**src/rtl/sqsc_defs.vh**
```
// Constants for the switch QoS and snoop control block.
// Assumes byte addressing on a 32-bit AXI4-Lite bus, one word per register.
`ifndef SQSC_DEFS_VH
`define SQSC_DEFS_VH
`define SQSC_AW 14
// Register indices; byte address is four times the index
`define SQSC_IDX_DSCP 12'h35f
`define SQSC_IDX_MIRR 12'h370
`define SQSC_IDX_WRED 12'h378
`define SQSC_IDX_PTPE 12'h37c
`define SQSC_IDX_PTPN 12'h37d
`define SQSC_IDX_QMGT 12'h390
// Reset values
`define SQSC_RST_DSCP 8'h00
`define SQSC_RST_MIRR 8'h00
`define SQSC_RST_WRED 8'h39
`define SQSC_RST_PTPE 8'h0f
`define SQSC_RST_PTPN 8'h0f
`define SQSC_RST_QMGT 8'h82
// Writable bit masks; other bits read zero
`define SQSC_WM_DSCP 8'h77
`define SQSC_WM_MIRR 8'h4d
`define SQSC_WM_WRED 8'h3f
`define SQSC_WM_PTP 8'h8f
`define SQSC_WM_QMGT 8'hff
// Field positions
`define SQSC_B_IGMP 6
`define SQSC_B_MLDOPT 3
`define SQSC_B_MLDEN 2
`define SQSC_B_SNIFF 0
`define SQSC_B_PTPOVR 7
`define SQSC_B_MEMB 1
// DSCP code points with their own priority fields
`define SQSC_DSCP_UP 6'h3f
`define SQSC_DSCP_LO 6'h3e
// IPv6 next header values
`define SQSC_NH_HOP 8'h00
`define SQSC_NH_ICMP 8'h01
`define SQSC_NH_MLD 8'h3a
`define SQSC_NH_ROUTE 8'h2b
`define SQSC_NH_FRAG 8'h2c
`define SQSC_NH_ESP 8'h32
`define SQSC_NH_AUTH 8'h33
`define SQSC_NH_DEST 8'h3c
// Two-queue split encodings
`define SQSC_SPL_3HI 2'h0
`define SQSC_SPL_2HI 2'h2
`define SQSC_SPL_1HI 2'h3
`define SQSC_PORTS 3
`define SQSC_OKAY 2'h0
`define SQSC_SLVERR 2'h2
`endif

```
**src/rtl/sqsc_top.v**
```verilog
// Global switch QoS, snooping and mirroring control registers,
// with the per-frame decisions the forwarding engine takes from them.
// Assumes frame attributes are presented with pkt_valid_i, synchronous to clk_i.
// Operation
// - DSCP 0x3F takes the upper 3-bit field, 0x3E the lower, both reset to zero.
// - With IGMP snooping enabled every IGMP packet goes to the host port.
// - With MLD snooping enabled every MLD packet goes to the host port.
// - With the option bit set, next headers 43,44,50,51,60 (direct or hop-by-hop) are MLD.
// - With the option bit clear, next headers 1 or 58 (direct or hop-by-hop) are MLD.
// - Sniff mode one mirrors only when source and destination both match.
// - Sniff mode zero mirrors when source or destination matches.
// - WRED map holds red, yellow, green 2-bit values resetting to 3, 2, 1.
// - Event override forces PTP event frames to a 4-bit priority resetting to 15.
// - Non-event override forces PTP non-event frames to their 4-bit priority.
// - In two-queue mode the 2-bit priority maps to low or high by the split field.
// - Split 00 puts only 3 high, 10 puts 2 and 3 high, 11 puts all but 0 high.
// - Membership discard set limits every frame to its membership ports.
// - Membership discard clear leaves single-destination frames unlimited.
// - Discard clear with mirroring drops a single-destination frame mirrored elsewhere.
`timescale 1ns/1ns
`include "sqsc_defs.vh"
module sqsc_top (
   input wire clk_i,
   input wire nrst_i,
   input wire [`SQSC_AW-1:0] s_axi_awaddr,
   input wire s_axi_awvalid,
   output wire s_axi_awready,
   input wire [31:0] s_axi_wdata,
   input wire [3:0] s_axi_wstrb,
   input wire s_axi_wvalid,
   output wire s_axi_wready,
   output reg [1:0] s_axi_bresp,
   output reg s_axi_bvalid,
   input wire s_axi_bready,
   input wire [`SQSC_AW-1:0] s_axi_araddr,
   input wire s_axi_arvalid,
   output wire s_axi_arready,
   output reg [31:0] s_axi_rdata,
   output reg [1:0] s_axi_rresp,
   output reg s_axi_rvalid,
   input wire s_axi_rready,
   input wire pkt_valid_i,
   input wire [5:0] dscp_i,
   input wire is_igmp_i,
   input wire is_ipv6_i,
   input wire [7:0] next_hdr_i,
   input wire [7:0] hop_hdr_i,
   input wire src_match_i,
   input wire dst_match_i,
   input wire ptp_event_i,
   input wire ptp_nonevent_i,
   input wire [3:0] qos_prio_i,
   input wire two_queue_i,
   input wire [1:0] regen_prio_i,
   input wire single_dest_i,
   input wire [`SQSC_PORTS-1:0] fwd_ports_i,
   input wire [`SQSC_PORTS-1:0] member_ports_i,
   input wire mirror_en_i,
   input wire mirror_other_i,
   output reg res_valid_o,
   output reg dscp_hit_o,
   output reg [2:0] dscp_prio_o,
   output reg to_host_o,
   output reg mirror_o,
   output reg [3:0] queue_prio_o,
   output reg high_queue_o,
   output reg [`SQSC_PORTS-1:0] fwd_ports_o,
   output reg drop_o,
   output wire [1:0] wred_red_o,
   output wire [1:0] wred_yellow_o,
   output wire [1:0] wred_green_o
);
   reg [7:0] dscp_top_priority_map;
   reg [7:0] mirror_snoop_global_ctrl;
   reg [7:0] wred_color_dscp_map;
   reg [7:0] ptp_event_priority_ctrl;
   reg [7:0] ptp_nonevent_priority_ctrl;
   reg [7:0] queue_management_ctrl;

   reg aw_full;
   reg w_full;
   reg [11:0] aw_idx;
   reg [7:0] w_byte;
   reg w_lane0;
   reg [7:0] next_rdata;
   reg rd_hit;
   wire [11:0] ar_idx;
   wire do_write;
   wire wr_hit;

   // Per-register load strobes
   wire wr_lane0;
   wire we_dscp;
   wire we_mirr;
   wire we_wred;
   wire we_ptpe;
   wire we_ptpn;
   wire we_qmgt;

   assign s_axi_awready = ~aw_full;
   assign s_axi_wready = ~w_full;
   // One read in flight; address is refused while the answer waits
   assign s_axi_arready = ~s_axi_rvalid;
   assign ar_idx = s_axi_araddr[`SQSC_AW-1:2];
   // Write fires once both halves are held and the last response is gone
   assign do_write = aw_full & w_full & ~s_axi_bvalid;
   // A write with byte lane 0 off still answers OKAY but changes nothing
   assign wr_lane0 = do_write & w_lane0;
   // One strobe per register keeps each register's reset and load side by side
   assign we_dscp = wr_lane0 & (aw_idx == `SQSC_IDX_DSCP);
   assign we_mirr = wr_lane0 & (aw_idx == `SQSC_IDX_MIRR);
   assign we_wred = wr_lane0 & (aw_idx == `SQSC_IDX_WRED);
   assign we_ptpe = wr_lane0 & (aw_idx == `SQSC_IDX_PTPE);
   assign we_ptpn = wr_lane0 & (aw_idx == `SQSC_IDX_PTPN);
   assign we_qmgt = wr_lane0 & (aw_idx == `SQSC_IDX_QMGT);
   assign wr_hit = (aw_idx == `SQSC_IDX_DSCP) | (aw_idx == `SQSC_IDX_MIRR) |
                   (aw_idx == `SQSC_IDX_WRED) | (aw_idx == `SQSC_IDX_PTPE) |
                   (aw_idx == `SQSC_IDX_PTPN) | (aw_idx == `SQSC_IDX_QMGT);

   // Address half is held until the write fires, so awready stays low meanwhile
   always @(posedge clk_i or negedge nrst_i) begin
      if (!nrst_i) begin
         aw_full <= 1'b0;
         aw_idx <= 12'h000;
      end else if (do_write) begin
         aw_full <= 1'b0;
      end else if (s_axi_awvalid && !aw_full) begin
         aw_full <= 1'b1;
         aw_idx <= s_axi_awaddr[`SQSC_AW-1:2];
      end
   end

   // Data half arrives independently of the address half
   always @(posedge clk_i or negedge nrst_i) begin
      if (!nrst_i) begin
         w_full <= 1'b0;
         w_byte <= 8'h00;
         w_lane0 <= 1'b0;
      end else if (do_write) begin
         w_full <= 1'b0;
      end else if (s_axi_wvalid && !w_full) begin
         w_full <= 1'b1;
         w_byte <= s_axi_wdata[7:0];
         w_lane0 <= s_axi_wstrb[0];
      end
   end

   // A new response is only raised once the previous one has been taken
   always @(posedge clk_i or negedge nrst_i) begin
      if (!nrst_i) begin
         s_axi_bvalid <= 1'b0;
         s_axi_bresp <= `SQSC_OKAY;
      end else if (do_write) begin
         s_axi_bvalid <= 1'b1;
         s_axi_bresp <= wr_hit ? `SQSC_OKAY : `SQSC_SLVERR;
      end else if (s_axi_bvalid && s_axi_bready) begin
         s_axi_bvalid <= 1'b0;
      end
   end

   // Only byte lane 0 holds implemented bits; upper lanes are read-only zero
   // both fields reset to zero
   always @(posedge clk_i or negedge nrst_i) begin
      if (!nrst_i) begin
         dscp_top_priority_map <= `SQSC_RST_DSCP;
      end else if (we_dscp) begin
         dscp_top_priority_map <= w_byte & `SQSC_WM_DSCP;
      end
   end

   always @(posedge clk_i or negedge nrst_i) begin
      if (!nrst_i) begin
         mirror_snoop_global_ctrl <= `SQSC_RST_MIRR;
      end else if (we_mirr) begin
         mirror_snoop_global_ctrl <= w_byte & `SQSC_WM_MIRR;
      end
   end

   always @(posedge clk_i or negedge nrst_i) begin
      if (!nrst_i) begin
         wred_color_dscp_map <= `SQSC_RST_WRED;
      end else if (we_wred) begin
         wred_color_dscp_map <= w_byte & `SQSC_WM_WRED;
      end
   end

   always @(posedge clk_i or negedge nrst_i) begin
      if (!nrst_i) begin
         ptp_event_priority_ctrl <= `SQSC_RST_PTPE;
      end else if (we_ptpe) begin
         ptp_event_priority_ctrl <= w_byte & `SQSC_WM_PTP;
      end
   end

   always @(posedge clk_i or negedge nrst_i) begin
      if (!nrst_i) begin
         ptp_nonevent_priority_ctrl <= `SQSC_RST_PTPN;
      end else if (we_ptpn) begin
         ptp_nonevent_priority_ctrl <= w_byte & `SQSC_WM_PTP;
      end
   end

   always @(posedge clk_i or negedge nrst_i) begin
      if (!nrst_i) begin
         queue_management_ctrl <= `SQSC_RST_QMGT;
      end else if (we_qmgt) begin
         queue_management_ctrl <= w_byte & `SQSC_WM_QMGT;
      end
   end

   // Unmapped reads answer zero with SLVERR
   always @* begin
      next_rdata = 8'h00;
      rd_hit = 1'b1;
      case (ar_idx)
         `SQSC_IDX_DSCP: next_rdata = dscp_top_priority_map;
         `SQSC_IDX_MIRR: next_rdata = mirror_snoop_global_ctrl;
         `SQSC_IDX_WRED: next_rdata = wred_color_dscp_map;
         `SQSC_IDX_PTPE: next_rdata = ptp_event_priority_ctrl;
         `SQSC_IDX_PTPN: next_rdata = ptp_nonevent_priority_ctrl;
         `SQSC_IDX_QMGT: next_rdata = queue_management_ctrl;
         default: rd_hit = 1'b0;
      endcase
   end

   // Read data is captured with the address, so it cannot move while rvalid waits
   always @(posedge clk_i or negedge nrst_i) begin
      if (!nrst_i) begin
         s_axi_rvalid <= 1'b0;
         s_axi_rdata <= 32'h00000000;
         s_axi_rresp <= `SQSC_OKAY;
      end else if (s_axi_arvalid && !s_axi_rvalid) begin
         s_axi_rvalid <= 1'b1;
         s_axi_rdata <= {24'h000000, next_rdata};
         s_axi_rresp <= rd_hit ? `SQSC_OKAY : `SQSC_SLVERR;
      end else if (s_axi_rvalid && s_axi_rready) begin
         s_axi_rvalid <= 1'b0;
      end
   end

   // colour values straight from the map
   assign wred_red_o = wred_color_dscp_map[5:4];
   assign wred_yellow_o = wred_color_dscp_map[3:2];
   assign wred_green_o = wred_color_dscp_map[1:0];

   wire is_mld;
   wire split_high;
   reg next_dscp_hit;
   reg [2:0] next_dscp_prio;
   reg next_to_host;
   reg next_mirror;
   reg [3:0] next_queue_prio;
   reg next_drop;
   wire [`SQSC_PORTS-1:0] next_fwd;
   wire memb_discard;
   wire limit_all;

   sqsc_mld_detect u_mld (
      .opt_i(mirror_snoop_global_ctrl[`SQSC_B_MLDOPT]),
      .next_hdr_i(next_hdr_i),
      .hop_hdr_i(hop_hdr_i),
      .is_mld_o(is_mld)
   );

   sqsc_queue_map u_qmap (
      .split_i(queue_management_ctrl[7:6]),
      .prio_i(regen_prio_i),
      .high_o(split_high)
   );

   always @* begin
      next_dscp_hit = (dscp_i == `SQSC_DSCP_UP) || (dscp_i == `SQSC_DSCP_LO);
      if (dscp_i == `SQSC_DSCP_UP) begin
         next_dscp_prio = dscp_top_priority_map[6:4];
      end else begin
         next_dscp_prio = dscp_top_priority_map[2:0];
      end
      next_to_host = (is_igmp_i & mirror_snoop_global_ctrl[`SQSC_B_IGMP]) |
                     (is_ipv6_i & is_mld & mirror_snoop_global_ctrl[`SQSC_B_MLDEN]);
      if (mirror_snoop_global_ctrl[`SQSC_B_SNIFF]) begin
         next_mirror = src_match_i & dst_match_i;
      end else begin
         next_mirror = src_match_i | dst_match_i;
      end
      if (ptp_event_i && ptp_event_priority_ctrl[`SQSC_B_PTPOVR]) begin
         next_queue_prio = ptp_event_priority_ctrl[3:0];
      end else if (ptp_nonevent_i && ptp_nonevent_priority_ctrl[`SQSC_B_PTPOVR]) begin
         next_queue_prio = ptp_nonevent_priority_ctrl[3:0];
      end else begin
         next_queue_prio = qos_prio_i;
      end
      next_drop = ~memb_discard & mirror_en_i & single_dest_i & mirror_other_i;
   end

   assign memb_discard = queue_management_ctrl[`SQSC_B_MEMB];
   assign limit_all = memb_discard | ~single_dest_i;

   genvar gp;
   generate
      for (gp = 0; gp < `SQSC_PORTS; gp = gp + 1) begin : g_port
         assign next_fwd[gp] = fwd_ports_i[gp] & (member_ports_i[gp] | ~limit_all);
      end
   endgenerate

   // Decisions are registered so the engine sees them one cycle after the frame
   always @(posedge clk_i or negedge nrst_i) begin
      if (!nrst_i) begin
         res_valid_o <= 1'b0;
         dscp_hit_o <= 1'b0;
         dscp_prio_o <= 3'h0;
         to_host_o <= 1'b0;
         mirror_o <= 1'b0;
         queue_prio_o <= 4'h0;
         high_queue_o <= 1'b0;
         fwd_ports_o <= {`SQSC_PORTS{1'b0}};
         drop_o <= 1'b0;
      end else begin
         res_valid_o <= pkt_valid_i;
         if (pkt_valid_i) begin
            dscp_hit_o <= next_dscp_hit;
            dscp_prio_o <= next_dscp_prio;
            to_host_o <= next_to_host;
            mirror_o <= next_mirror;
            queue_prio_o <= next_queue_prio;
            // high queue only in two-queue mode
            high_queue_o <= two_queue_i & split_high;
            fwd_ports_o <= next_fwd;
            drop_o <= next_drop;
         end
      end
   end
endmodule // sqsc_top

```
**src/rtl/sqsc_mld_detect.v**
```verilog
// IPv6 next header classifier for MLD snooping.
// Assumes next header fields arrive already extracted from the frame.
`timescale 1ns/1ns
`include "sqsc_defs.vh"
module sqsc_mld_detect (
   input wire opt_i,
   input wire [7:0] next_hdr_i,
   input wire [7:0] hop_hdr_i,
   output reg is_mld_o
);
   function hit;
      input o;
      input [7:0] nh;
      begin
         if (o) begin
            hit = (nh == `SQSC_NH_ROUTE) || (nh == `SQSC_NH_FRAG) ||
                  (nh == `SQSC_NH_ESP) || (nh == `SQSC_NH_AUTH) ||
                  (nh == `SQSC_NH_DEST);
         end else begin
            hit = (nh == `SQSC_NH_ICMP) || (nh == `SQSC_NH_MLD);
         end
      end
   endfunction
   always @* begin
      is_mld_o = hit(opt_i, next_hdr_i) ||
                 ((next_hdr_i == `SQSC_NH_HOP) && hit(opt_i, hop_hdr_i));
   end
endmodule // sqsc_mld_detect

```
**src/rtl/sqsc_queue_map.v**
```verilog
// Two-queue split of a 2-bit regenerated priority.
// Assumes the caller only uses the result in two-queue configuration.
`timescale 1ns/1ns
`include "sqsc_defs.vh"
module sqsc_queue_map (
   input wire [1:0] split_i,
   input wire [1:0] prio_i,
   output reg high_o
);
   always @* begin
      case (split_i)
         `SQSC_SPL_3HI: high_o = (prio_i == 2'h3);
         `SQSC_SPL_2HI: high_o = (prio_i >= 2'h2);
         `SQSC_SPL_1HI: high_o = (prio_i != 2'h0);
         // Unused code behaves as the reset split
         default: high_o = (prio_i >= 2'h2);
      endcase
   end
endmodule // sqsc_queue_map

```
**config.mk**
```make
export PLATFORM = sky130hd
export DESIGN_NAME = sqsc_top
export DESIGN_NICKNAME = d
export VERILOG_FILES = /design/src/rtl/sqsc_top.v /design/src/rtl/sqsc_mld_detect.v /design/src/rtl/sqsc_queue_map.v
export VERILOG_INCLUDE_DIRS = /design/src /design/src/rtl
export SDC_FILE = /design/constraint.sdc
export NUM_CORES = 1
export LEC_CHECK = 0
export BUFFER_PORTS_ARGS = -buffer_cell sky130_fd_sc_hd__buf_2
export CORE_MARGIN = 5
export CORE_UTILIZATION = 52
export CTS_CLUSTER_SIZE = 10
export DETAILED_ROUTE_END_ITERATION = 10
export PLACE_DENSITY = 0.9
export SLEW_MARGIN = 20
export SYNTH_ARGS = -nofsm -noshare
export SYNTH_HDL_FRONTEND = slang
export SYNTH_SLANG_ARGS = --single-unit
export TNS_END_PERCENT = 10
```
**constraint.sdc**
```tcl
create_clock -name clk_i -period 5.4 [get_ports clk_i]
set_input_delay 0.27 -clock clk_i [delete_from_list [all_inputs] [get_ports clk_i]]
set_output_delay 0.27 -clock clk_i [all_outputs]
set_load 0.05 [all_outputs]
```
# After elaboration in Yosys (flattened, before gate mapping)
# Cells that the tools add are included.
dict set report word_totals {
  register_bits 87
  output_inout_bits 63
  wordCells 147
  input_bits 116
}
dict set report classes {
  n_bitwise 39
  n_mux 19
  n_reduce_logical 33
  n_eq_ne 30
  magnitude_cmp 1
}
# cell count
set op_table {}
lappend op_table {{$eq 12x10->1 const B} 12}
lappend op_table {{$eq 8x6->1 const B} 12}
lappend op_table {{$pmux 8 s6} 1}
lappend op_table {{$and 1x1->1} 20}
lappend op_table {{$eq 8x1->1 const B} 2}
lappend op_table {{$eq 6x6->1 const B} 2}
lappend op_table {{$logic_or 1x1->1} 12}
lappend op_table {{$mux 1} 12}
lappend op_table {{$or 1x1->1} 11}
lappend op_table {{$reduce_bool 2->1} 5}
lappend op_table {{$logic_and 1x1->1} 8}
lappend op_table {{$logic_not 8->1} 1}
lappend op_table {{$mux 4} 2}
lappend op_table {{$not 1->1} 8}
lappend op_table {{$reduce_or 6->1} 1}
lappend op_table {{$eq 2x2->1 const B} 2}
lappend op_table {{$mux 2} 2}
lappend op_table {{$reduce_and 2->1} 2}
lappend op_table {{$logic_not 1->1} 3}
lappend op_table {{$mux 3} 1}
lappend op_table {{$ge 2x2->1 const B} 1}
lappend op_table {{$logic_not 2->1} 1}
lappend op_table {{$pmux 1 s2} 1}

# Logic depth before layout (Yosys ltp)
# Gate-level depths: netlist of run 1.
dict set report depth {
  ltp_word 11
  depth_mapped 7
  mapped_depth_nobuf 6
}

# Cells and area by module
# From an unflattened synthesis of run 1, not the netlist that was laid out.
dict set report unflattened {
  cells_unflattened 378
  hier_area_um2 4310.4
}
# module area_per_inst_um2 cells_each n_inst seq_area_each_um2
set modules_own_cells {}
lappend modules_own_cells {sqsc_top 4073.9 342 1 2144.6}
lappend modules_own_cells {sqsc_mld_detect 173.9 27 1 0.0}
lappend modules_own_cells {sqsc_queue_map 62.6 9 1 0.0}

# Worst setup path after synthesis of run 1
# Ideal clock, no wire load.
dict set report synth_path {
  path_type {register to register}
  from {register s_axi_bvalid}
  to {register mirror_snoop_global_ctrl[0]}
  period_less_slack_ps 2229
  path_buffers 0
  setup_ps 125
  setup_slack_ps 3171
  path_stages_with_launch 5
  t_required_ps 5275
  t_arrival_ps 2104
  cell_sequence {dfrtp_1 nand4b_1 or4b_1 nor4_2 mux2_2}
}
dict set report synth_via {
  elab_chain_len 4
}
# item line
set synth_rtl {}
lappend synth_rtl {{start: declaration} sqsc_top.v:33} ;# output reg s_axi_bvalid,
lappend synth_rtl {{start signal: assignment} sqsc_top.v:151} ;# s_axi_bvalid <= 1'b0;
lappend synth_rtl {{start signal: assignment} sqsc_top.v:154} ;# s_axi_bvalid <= 1'b1;
lappend synth_rtl {{start signal: assignment} sqsc_top.v:157} ;# s_axi_bvalid <= 1'b0;
lappend synth_rtl {{$not 1->1} sqsc_top.v:106} ;# assign do_write = aw_full & w_full & ~s_axi_bvalid;
lappend synth_rtl {{$and 1x1->1} sqsc_top.v:106}
lappend synth_rtl {{$and 1x1->1} sqsc_top.v:108} ;# assign wr_lane0 = do_write & w_lane0;
lappend synth_rtl {{$and 1x1->1} sqsc_top.v:111} ;# assign we_mirr = wr_lane0 & (aw_idx == `SQSC_IDX_MIRR);
lappend synth_rtl {{end signal: assignment} sqsc_top.v:173} ;# mirror_snoop_global_ctrl <= `SQSC_RST_MIRR;
lappend synth_rtl {{end signal: assignment} sqsc_top.v:175} ;# mirror_snoop_global_ctrl <= w_byte & `SQSC_WM_MIRR;
lappend synth_rtl {{end: declaration} sqsc_top.v:74} ;# reg [7:0] mirror_snoop_global_ctrl;
# Every way passes these cells.
# A chain may end at the register's enable or synchronous reset.

# Final worst setup path of run 1
dict set report layout_path {
  from {register aw_idx[1]}
  to {register mirror_snoop_global_ctrl[2]}
}
dict set report layout_via {
  elab_chain_len 2
}
# item line
set layout_rtl {}
lappend layout_rtl {{start: declaration} sqsc_top.v:82} ;# reg [11:0] aw_idx;
lappend layout_rtl {{start signal: assignment} sqsc_top.v:129} ;# aw_idx <= s_axi_awaddr[`SQSC_AW-1:2];
lappend layout_rtl {{$eq 12x10->1 (no line)} n/a}
lappend layout_rtl {{$and 1x1->1} sqsc_top.v:111}
# Every way passes these cells.

==> impl_metrics.tcl, run 1 <==
set metrics [dict create \
    status "finished with violations" \
    violations "negative hold slack" \
    irDropWorstVdd_uv 387 \
    clockBufferDepth 2 \
    cp-end-kind "flop" \
    drtPass1Iterations 4 \
    power.density_nw_per_um2 359 \
    ys_seq_area_share_pct 50.5 \
    cap_violations 0 \
    slew_headroom_pct 38.5 \
    rsz0062_at_grt "false" \
    ios 179 \
    power.internal_uw 1180 \
    dpl_cell_area_um2 4840 \
    cts_hold_buf 0 \
    routedWlPerCell_um 16.2 \
    critPathKind "reg -> reg" \
    htree_levels 3 \
    period_minus_slack_ps 2430 \
    cts.sinks 85 \
    die_w_um 100 \
    cts_root_buffer "clkbuf_8" \
    start_kind "flop" \
    drt-met1-wl_um 4270 \
    rr_endpoint "mirror_snoop_global_ctrl[2]$_DFFE_PN0P_" \
    wl_met3_um 832 \
    fin_hold_ws_ps -40.3 \
    area_growth_pct 19.2 \
    drt_iter0_drc 112 \
    path_clk_slew_ps 80 \
    path_buf_inv 0 \
    syn_avg_cell_area_um2 10.9 \
    synth_edf_count 0 \
    final_common_cell "buf_2" \
    reg2reg_depth 4 \
    die_h_um 100 \
    vias 3328 \
    mostFrequentLayoutCells "120 x buf_2, 71 x dfrtp_1, 52 x mux2_2" \
    swShare_pct 35.1 \
    fin_skew_ps 8.64 \
    io_buffers 121 \
    worstPathCellList "nor4bb_1, or4b_1, nor4_2, mux2_2" \
    crit_slowest_cell "nor4_2" \
    pwr-share-seq_pct 48.1 \
    fin_crit_sh_pct 45.1 \
    globalRouteTotalUtil_pct 19.9 \
    pwr-share-comb_pct 25.4 \
    grt_pass1_vias 3296 \
    ant_nets 0 \
    drc 0 \
    n_antenna_cell 0 \
    wirelength_um 9990 \
    synth.distinct_cells 46 \
    cts_setup_buffers 0 \
    cts_tree "built" \
    start_util_pct 52.5 \
    dp_hpwl_um 7750 \
    cts_buffers 9 \
    synthArstFlopShare_pct 100 \
    setup_viol 0 \
    hold_viol 49 \
    grt_max_degree 86 \
    antenna_found_initial 0 \
    viasPerCell 5.41 \
    synth_flop_cell "dfrtp_1" \
    reg2reg_from "aw_idx[1]$_DFFE_PN0P_" \
    leakage_uw 0.00247 \
    core-area_um2 8090 \
    synth_seq_cells 85 \
    slowest_delay_ps 590 \
    highest_layer "met4" \
    clk-insertion-delay-late_ps 340 \
    p_switching_uw 640 \
    dp_cells 599 \
    grt_overflow_total 0 \
    tightest_slew_ps 921 \
    crit_arrival_ps 2660 \
    final_nets 623 \
    power_frac_clock_pct 26.4 \
    hp-class "in -> async" \
    synthCells 388 \
    syn_area_um2 4250 \
    gp_congestion 0.909 \
    ys_warn_count 0 \
    cts_resized 0 \
    cp_top_family "simple AND/OR/NAND/NOR gates" \
    die-area_um2 10100 \
    slew_violations 0 \
    layout-drive-gt1-share_pct 40.8 \
    final_cells 615 \
    max_freq_mhz 411 \
    grt_pass1_wl_um 15900 \
    fin_tns_setup_ps 0 \
    wl_met2_um 4730 \
    rows 33 \
    postLayoutCellArea_um2 5060 \
    crit_path_max_fanout 5 \
    cp.required_ps 5630 \
    r2r_slack_ps 2970 \
]
## worst reg2reg max path: stages, from the launching register on
cell and delay [ps]:
dfrtp_1 410, nor4bb_1 340, or4b_1 570, nor4_2 590
mux2_2 410
## per-layer routing
metal  global-route usage, %  up-vias
li1                        -     1575
met1                    25.6     1606
met2                    32.8      126
met3                    5.98       21
met4                    5.60        0
met5                       0        -
## stage by stage
stage	worst slack [ps]	util [%]	total power, uW	hold slack, ps
3_3_place_gp	2670	59.7	1320	448
3_5_place_dp	2970	59.8	1350	465
4_1_cts	2950	62.4	1830	95.8
6_report	2970	62.6	1820	-40.3
2_1_floorplan	3170	-	1210	-25.6
5_1_grt	2850	62.6	1920	12.9
## sequential cells by signal (all words and copies together) (netlist names), 3 cells and up
| register | flops |
|---|---|
| wred_color_dscp_map | 6 |
| ptp_event_priority_ctrl | 5 |
| queue_management_ctrl | 8 |
| queue_prio_o | 4 |
| s_axi_rdata | 8 |
| aw_idx | 12 |
| w_byte | 8 |
| fwd_ports_o | 3 |
| dscp_top_priority_map | 6 |
| dscp_prio_o | 3 |
| mirror_snoop_global_ctrl | 4 |
| ptp_nonevent_priority_ctrl | 5 |
## cell usage after synthesis (3+ instances only)
cell	number	area (um^2)
nand4b_1	3	26.3
nor2b_1	5	31.3
nor3_1	4	20.0
clkbuf_1	12	45.0
nand4_1	4	25.0
a32oi_1	5	43.8
buf_4	26	195
inv_1	22	82.6
dfrtp_1	71	1780
mux2_1	6	67.6
o22ai_1	3	18.8
o211ai_1	5	37.5
nand3_1	9	45.0
mux2i_1	10	100
nand2_1	24	90.1
dfstp_2	14	368
and3_1	3	18.8
a31oi_1	6	37.5
a21oi_1	15	75.1
nor4bb_1	4	40.0
o21a_1	3	22.5
a22o_1	5	43.8
nor2_1	25	93.8
mux2_2	52	586
o21ai_0	23	115
## worst max-delay path by stage
stage	cells past startpoint	endpoint	start
after floorplan	4	mirror_snoop_global_ctrl[0]$_DFFE_PN0P_	s_axi_bvalid$_DFFE_PN0P_
after global placement	6	s_axi_rdata[0]$_DFFE_PN0P_	s_axi_araddr[2]
after detailed placement	6	s_axi_rdata[0]$_DFFE_PN0P_	s_axi_araddr[2]
after CTS	4	mirror_snoop_global_ctrl[2]$_DFFE_PN0P_	aw_idx[1]$_DFFE_PN0P_
after global routing	4	mirror_snoop_global_ctrl[2]$_DFFE_PN0P_	aw_idx[1]$_DFFE_PN0P_
final	4	mirror_snoop_global_ctrl[2]$_DFFE_PN0P_	aw_idx[1]$_DFFE_PN0P_
## cell families (layout without fill, tap and decap cells)
logic type / count (synthesis) / after routing / share of synthesized area, %
simple gates: 95 / 95 / 12.0
flops: 85 / 85 / 50.5
compound gates: 75 / 75 / 11.3
mux: 68 / 68 / 17.7
buf+inv: 62 / 159 / 7.84
fa+ha+maj: 2 / 2 / 0.589
other cells: 1 / 26 / 0.0883
## layout make-up
type / count / area [um^2]
Fill cell: 695 / 3030
Sequential cell: 85 / 2140
Multi-Input combinational cell: 266 / 1880
Timing Repair Buffer: 121 / 612
Tap cell: 105 / 131
Clock buffer: 10 / 128
Clock inverter: 6 / 87.6
Inverter: 22 / 82.6
## power groups by stage
stage               Sequential (uW)  Combinational, uW  Clock [uW]
CTS                             875                465         490
global placement                878                447           0
global route                    895                501         521
floorplan                       935                276           0
finish                          876                463         481
detailed placement              887                464           0
No activity file was read; power rests on OpenSTA's default activity.
==> run 2, diff against run 1 <==
- CORE_UTILIZATION: 52 -> 44
- PLACE_DENSITY: 0.9 -> 0.81
- clock period: 5.4 -> 2.2 ns (I/O delays scaled with it)
==> run 2 against run 1 <==
The run now ends clean. Sequential power increased by 140%. Utilization decreased by 4.0 points. Wire length increased by 12%. Clock skew increased by 1.0 ps. Via count increased by 6.8%. Global-route usage decreased by 0.55 points. Clock power increased by 98%. Critical path depth unchanged. Largest power group unchanged. Highest routed layer unchanged.
==> impl_metrics.tcl, run 2 (synthesis gave the netlist of run 1 again) <==
set metrics [dict create \
    drtPass1Iterations 7 \
    cp-end-kind "flop" \
    rsz0062_at_grt "false" \
    tightest_slew_ps 597 \
    mostFrequentLayoutCells "120 x buf_2, 71 x dfrtp_1, 52 x mux2_2" \
    vias 3554 \
    clockBufferDepth 2 \
    grt_pass1_wl_um 17700 \
    ios 179 \
    final_common_cell "buf_2" \
    crit_arrival_ps 2340 \
    layout-drive-gt1-share_pct 40.3 \
    globalRouteTotalUtil_pct 19.4 \
    fin_skew_ps 9.68 \
    period_minus_slack_ps 2110 \
    setup_viol 0 \
    critPathKind "reg -> reg" \
    core-area_um2 9330 \
    ant_nets 0 \
    dp_hpwl_um 8210 \
    cap_violations 0 \
    antenna_found_initial 0 \
    die_h_um 108 \
    path_clk_slew_ps 80 \
    cts.sinks 85 \
    cts_buffers 9 \
    final_nets 668 \
    start_util_pct 45.5 \
    htree_levels 3 \
    wirelength_um 11200 \
    largest_reg_flops 12 \
    power.density_nw_per_um2 808 \
    fin_util_pct 58.6 \
    drt_iter0_drc 193 \
    n_antenna_cell 0 \
    io_buffers 121 \
    rows 35 \
    cts_root_buffer "clkbuf_8" \
    fin_tns_setup_ps 0 \
    die_w_um 108 \
    fin_crit_sh_pct 95.8 \
    die-area_um2 11700 \
    slew_headroom_pct 59.6 \
    cts_tree "built" \
    cp.required_ps 2440 \
    max_freq_mhz 474 \
    grt_max_degree 45 \
    viasPerCell 5.20 \
    leakage_uw 0.00264 \
    grt_overflow_total 0 \
    clk-insertion-delay-late_ps 350 \
    hp-class "in -> reg" \
    crit_path_max_fanout 6 \
    area_growth_pct 28.7 \
    routedWlPerCell_um 16.4 \
    hold_viol 0 \
    irDropWorstVdd_uv 824 \
    status "completed" \
    slew_violations 0 \
    gp_congestion 0.836 \
    grt_pass1_vias 3621 \
    drc 0 \
    start_kind "flop" \
    largest-register "aw_idx" \
]
-- run 2: layout make-up --
class	count	area (um^2)
clock buffer	10	128
clock inverter	5	28.8
fill	779	3860
inverter	22	82.6
multi-input combinational	266	1890
sequential	85	2140
tap	129	161
timing repair buffer	166	1040
-- run 2: per-stage QoR --
| stage | cells | total power (uW) | area, um^2 | hold slack [ps] | worst slack, ps |
|---|---|---|---|---|---|
| 5_1_grt | 683 | 4650 | 5470 | 12.7 | 3.13 |
| 3_5_place_dp | 637 | 3420 | 4990 | 145 | 23.1 |
| 4_1_cts | 683 | 4410 | 5460 | 6.52 | 47.7 |
| 2_1_floorplan | 413 | 2980 | 4350 | -186 | -4.41 |
| 6_report | 683 | 4420 | 5470 | 18.4 | 91.6 |
| 3_3_place_gp | 637 | 3350 | 4990 | 138 | 106 |
-- run 2: routing by layer --
metal  share of wire (%)  vias up  GRT usage, %
li1                    -     1657             -
met1                  40     1714          23.4
met2                  50      161          33.7
met3                 7.5       22          4.00
met4                 2.4        0          8.12
met5                   0        -             0
-- run 2: timing repair --
item | CTS | global route
hold endpoints to repair | 62 | 0
setup endpoints to repair | 1 | 4
setup buffers | 0 | 0
hold buffers | 31 | 0
resized for setup | 1 | 2
-- run 2: final timing paths --
check                                           startpoint                                    to  slack, ps  cells after the start
worst min register to register  s_axi_rdata[6]$_DFFE_PN0P_            s_axi_rdata[6]$_DFFE_PN0P_        490                      2
max in group asynchronous                           nrst_i    wred_color_dscp_map[5]$_DFFE_PN1P_       1200                      3
min in group asynchronous                           nrst_i                    w_full$_DFFE_PN0P_        290                      2
worst max register to register      aw_idx[11]$_DFFE_PN0P_  dscp_top_priority_map[6]$_DFFE_PN0P_         90                      4
worst max-delay path                aw_idx[11]$_DFFE_PN0P_  dscp_top_priority_map[6]$_DFFE_PN0P_         90                      4
worst min-delay path                        fwd_ports_i[1]            fwd_ports_o[1]$_DFFE_PN0P_         20                      3
-- run 2: power by group --
group	internal (uW)	switching [uW]
clock network	399	552
registers	1850	286
logic	517	819
-- run 2: critical path, stage by stage (launching register included) --
cell	delay, ps
dfrtp_1	380
nand4b_1	210
or2_2	330
or4_1	690
mux2_1	390
==> run 3, diff against run 2 <==
- BUFFER_PORTS_ARGS: -buffer_cell sky130_fd_sc_hd__buf_2 -> -buffer_cell sky130_fd_sc_hd__clkbuf_2
- CORE_MARGIN: 5 -> 4
- CORE_UTILIZATION: 44 -> 45
- CTS_BUF_LIST: unset -> sky130_fd_sc_hd__clkbuf_4 sky130_fd_sc_hd__clkbuf_8
- PLACE_DENSITY: 0.81 -> 0.83
==> run 3 against run 2 <==
Sequential power barely moved. Sequential cell count stayed put. Worst hold slack got worse by 2.1 ps. First-iteration DRC count decreased by 20%. Register-to-register slack about the same. Global-route usage fell by 0.071 points. Sequential share of layout area is 0.21 points lower.
==> impl_metrics.tcl, run 3 (synthesis gave the netlist of run 1 again) <==
set metrics [dict create \
    fin_crit_sh_pct 95.7 \
    ios 179 \
    hp-class "in -> reg" \
    cts_buffers 9 \
    wl_met3_um 781 \
    globalRouteTotalUtil_pct 19.3 \
    fin_hold_ws_ps 16.3 \
    power.density_nw_per_um2 852 \
    leakage_uw 0.00268 \
    grt_overflow_total 0 \
    routedWlPerCell_um 15.9 \
    gp_congestion 0.920 \
    cp-end-kind "flop" \
    cts_root_buffer "clkbuf_8" \
    layout-drive-gt1-share_pct 40.7 \
    io_buffers 121 \
    largest-register "aw_idx" \
    dp_cells 619 \
    critPathKind "reg -> reg" \
    final_common_cell "clkbuf_2" \
    antenna_found_initial 0 \
    ant_nets 0 \
    cts.sinks 85 \
    final_nets 666 \
    wl_met2_um 5170 \
    hold_viol 0 \
    cp.required_ps 2430 \
    slew_headroom_pct 60.4 \
    crit_arrival_ps 2340 \
    grt_max_degree 47 \
    highest_layer "met4" \
    postLayoutCellArea_um2 5500 \
    wirelength_um 10600 \
    period_minus_slack_ps 2110 \
    crit_path_max_fanout 6 \
    tightest_slew_ps 586 \
    core-area_um2 9200 \
    setup_ws_ps 94.7 \
    dpl_cell_area_um2 4960 \
    grt_pass1_wl_um 17200 \
    nFillCells 738 \
    drtPass1Iterations 4 \
    start_kind "flop" \
    die_w_um 105 \
    multi_input_area_um2 1890 \
    rsz0062_at_grt "false" \
    setup_viol 0 \
    vias 3512 \
    path_clk_slew_ps 80 \
    die_h_um 105 \
    dp_hpwl_um 7900 \
    slew_violations 0 \
    cap_violations 0 \
    final_cells 664 \
    dp_slack_ps 24.7 \
    htree_levels 3 \
    irDropWorstVdd_uv 716 \
    n_antenna_cell 0 \
    area_growth_pct 29.4 \
    viasPerCell 5.29 \
    drc 0 \
    seq_area_um2 2140 \
    grt_pass1_vias 3549 \
    status "completed" \
    rows 35 \
    clockBufferDepth 2 \
    start_util_pct 46.2 \
    die-area_um2 11100 \
    fin_skew_ps 10.9 \
    cts_tree "built" \
    clk-insertion-delay-late_ps 350 \
    drt_iter0_drc 154 \
    drt-met1-wl_um 4350 \
    max_freq_mhz 475 \
    largest_reg_flops 12 \
    mostFrequentLayoutCells "120 x clkbuf_2, 71 x dfrtp_1, 52 x mux2_2" \
]
==> run 3: cell count changes in the layout (fill, tap and decap cells not counted), sizes merged <==
cell | before | now
clkinv | 5 | 2
dlygate4sd3 | 31 | 29
bufinv | 0 | 2
clkbuf | 10 | 131
buf | 135 | 15
inv | 22 | 23
==> run 3: report_power, final <==
part / internal, uW / switching (uW) / total (uW)
clock: 688 / 553 / 1240
combinational: 512 / 810 / 1320
sequential: 1850 / 272 / 2120
total: 3050 / 1640 / 4680
==> run 3: layer usage <==
metal | vias up | GRT usage (%)
met3 | 29 | 4.39
met1 | 1647 | 23.9
met4 | 0 | 8.15
met2 | 172 | 32.4
met5 | - | 0
li1 | 1664 | -
==> run 3: final timing paths <==
kind | from | endpoint | slack, ps | depth (start not counted)
max in group asynchronous | nrst_i | ptp_nonevent_priority_ctrl[1]$_DFFE_PN1P_ | 1210 | 3
max reg2reg | aw_idx[11]$_DFFE_PN0P_ | dscp_top_priority_map[1]$_DFFE_PN0P_ | 90 | 4
max | aw_idx[11]$_DFFE_PN0P_ | dscp_top_priority_map[1]$_DFFE_PN0P_ | 90 | 4
min in group asynchronous | nrst_i | aw_idx[6]$_DFFE_PN0P_ | 310 | 2
min | mirror_other_i | drop_o$_DFFE_PN0P_ | 20 | 3
min reg2reg | s_axi_rresp[1]$_DFFE_PN0P_ | s_axi_rresp[1]$_DFFE_PN0P_ | 480 | 2
==> run 3: cell type report <==
type / instances / area share, %
flip-flops and latches: 85 / 39.0
repair buffers: 164 / 18.5
multi-input cells: 266 / 34.3
clock inverters: 5 / 1.50
inverters: 22 / 1.50
well taps: 111 / 2.53
clock buffers: 11 / 2.64
==> run 3: timing repair <==
action / in CTS / in global routing
hold endpoints to repair: 71 / 0
hold buffers: 29 / 0
endpoints found under the setup margin: 0 / 19
buffers inserted: 0 / 0
resized for setup: 0 / 3
==> run 3: worst max-delay path, cell delays in order, from the launching register on <==
cell      delay, ps
dfrtp_1         380
nand4b_1        200
or2_2           330
or4_1           700
mux2_1          380
==> run 3: metrics by stage <==
stage | utilization, % | total power, uW | TNS (ps)
after floorplan | - | 2980 | -4.41
after global placement | 54.0 | 3350 | 0
after detailed placement | 54.0 | 3410 | 0
after CTS | 59.6 | 4700 | 0
after global routing | 59.8 | 4910 | 0
final | 59.8 | 4680 | 0
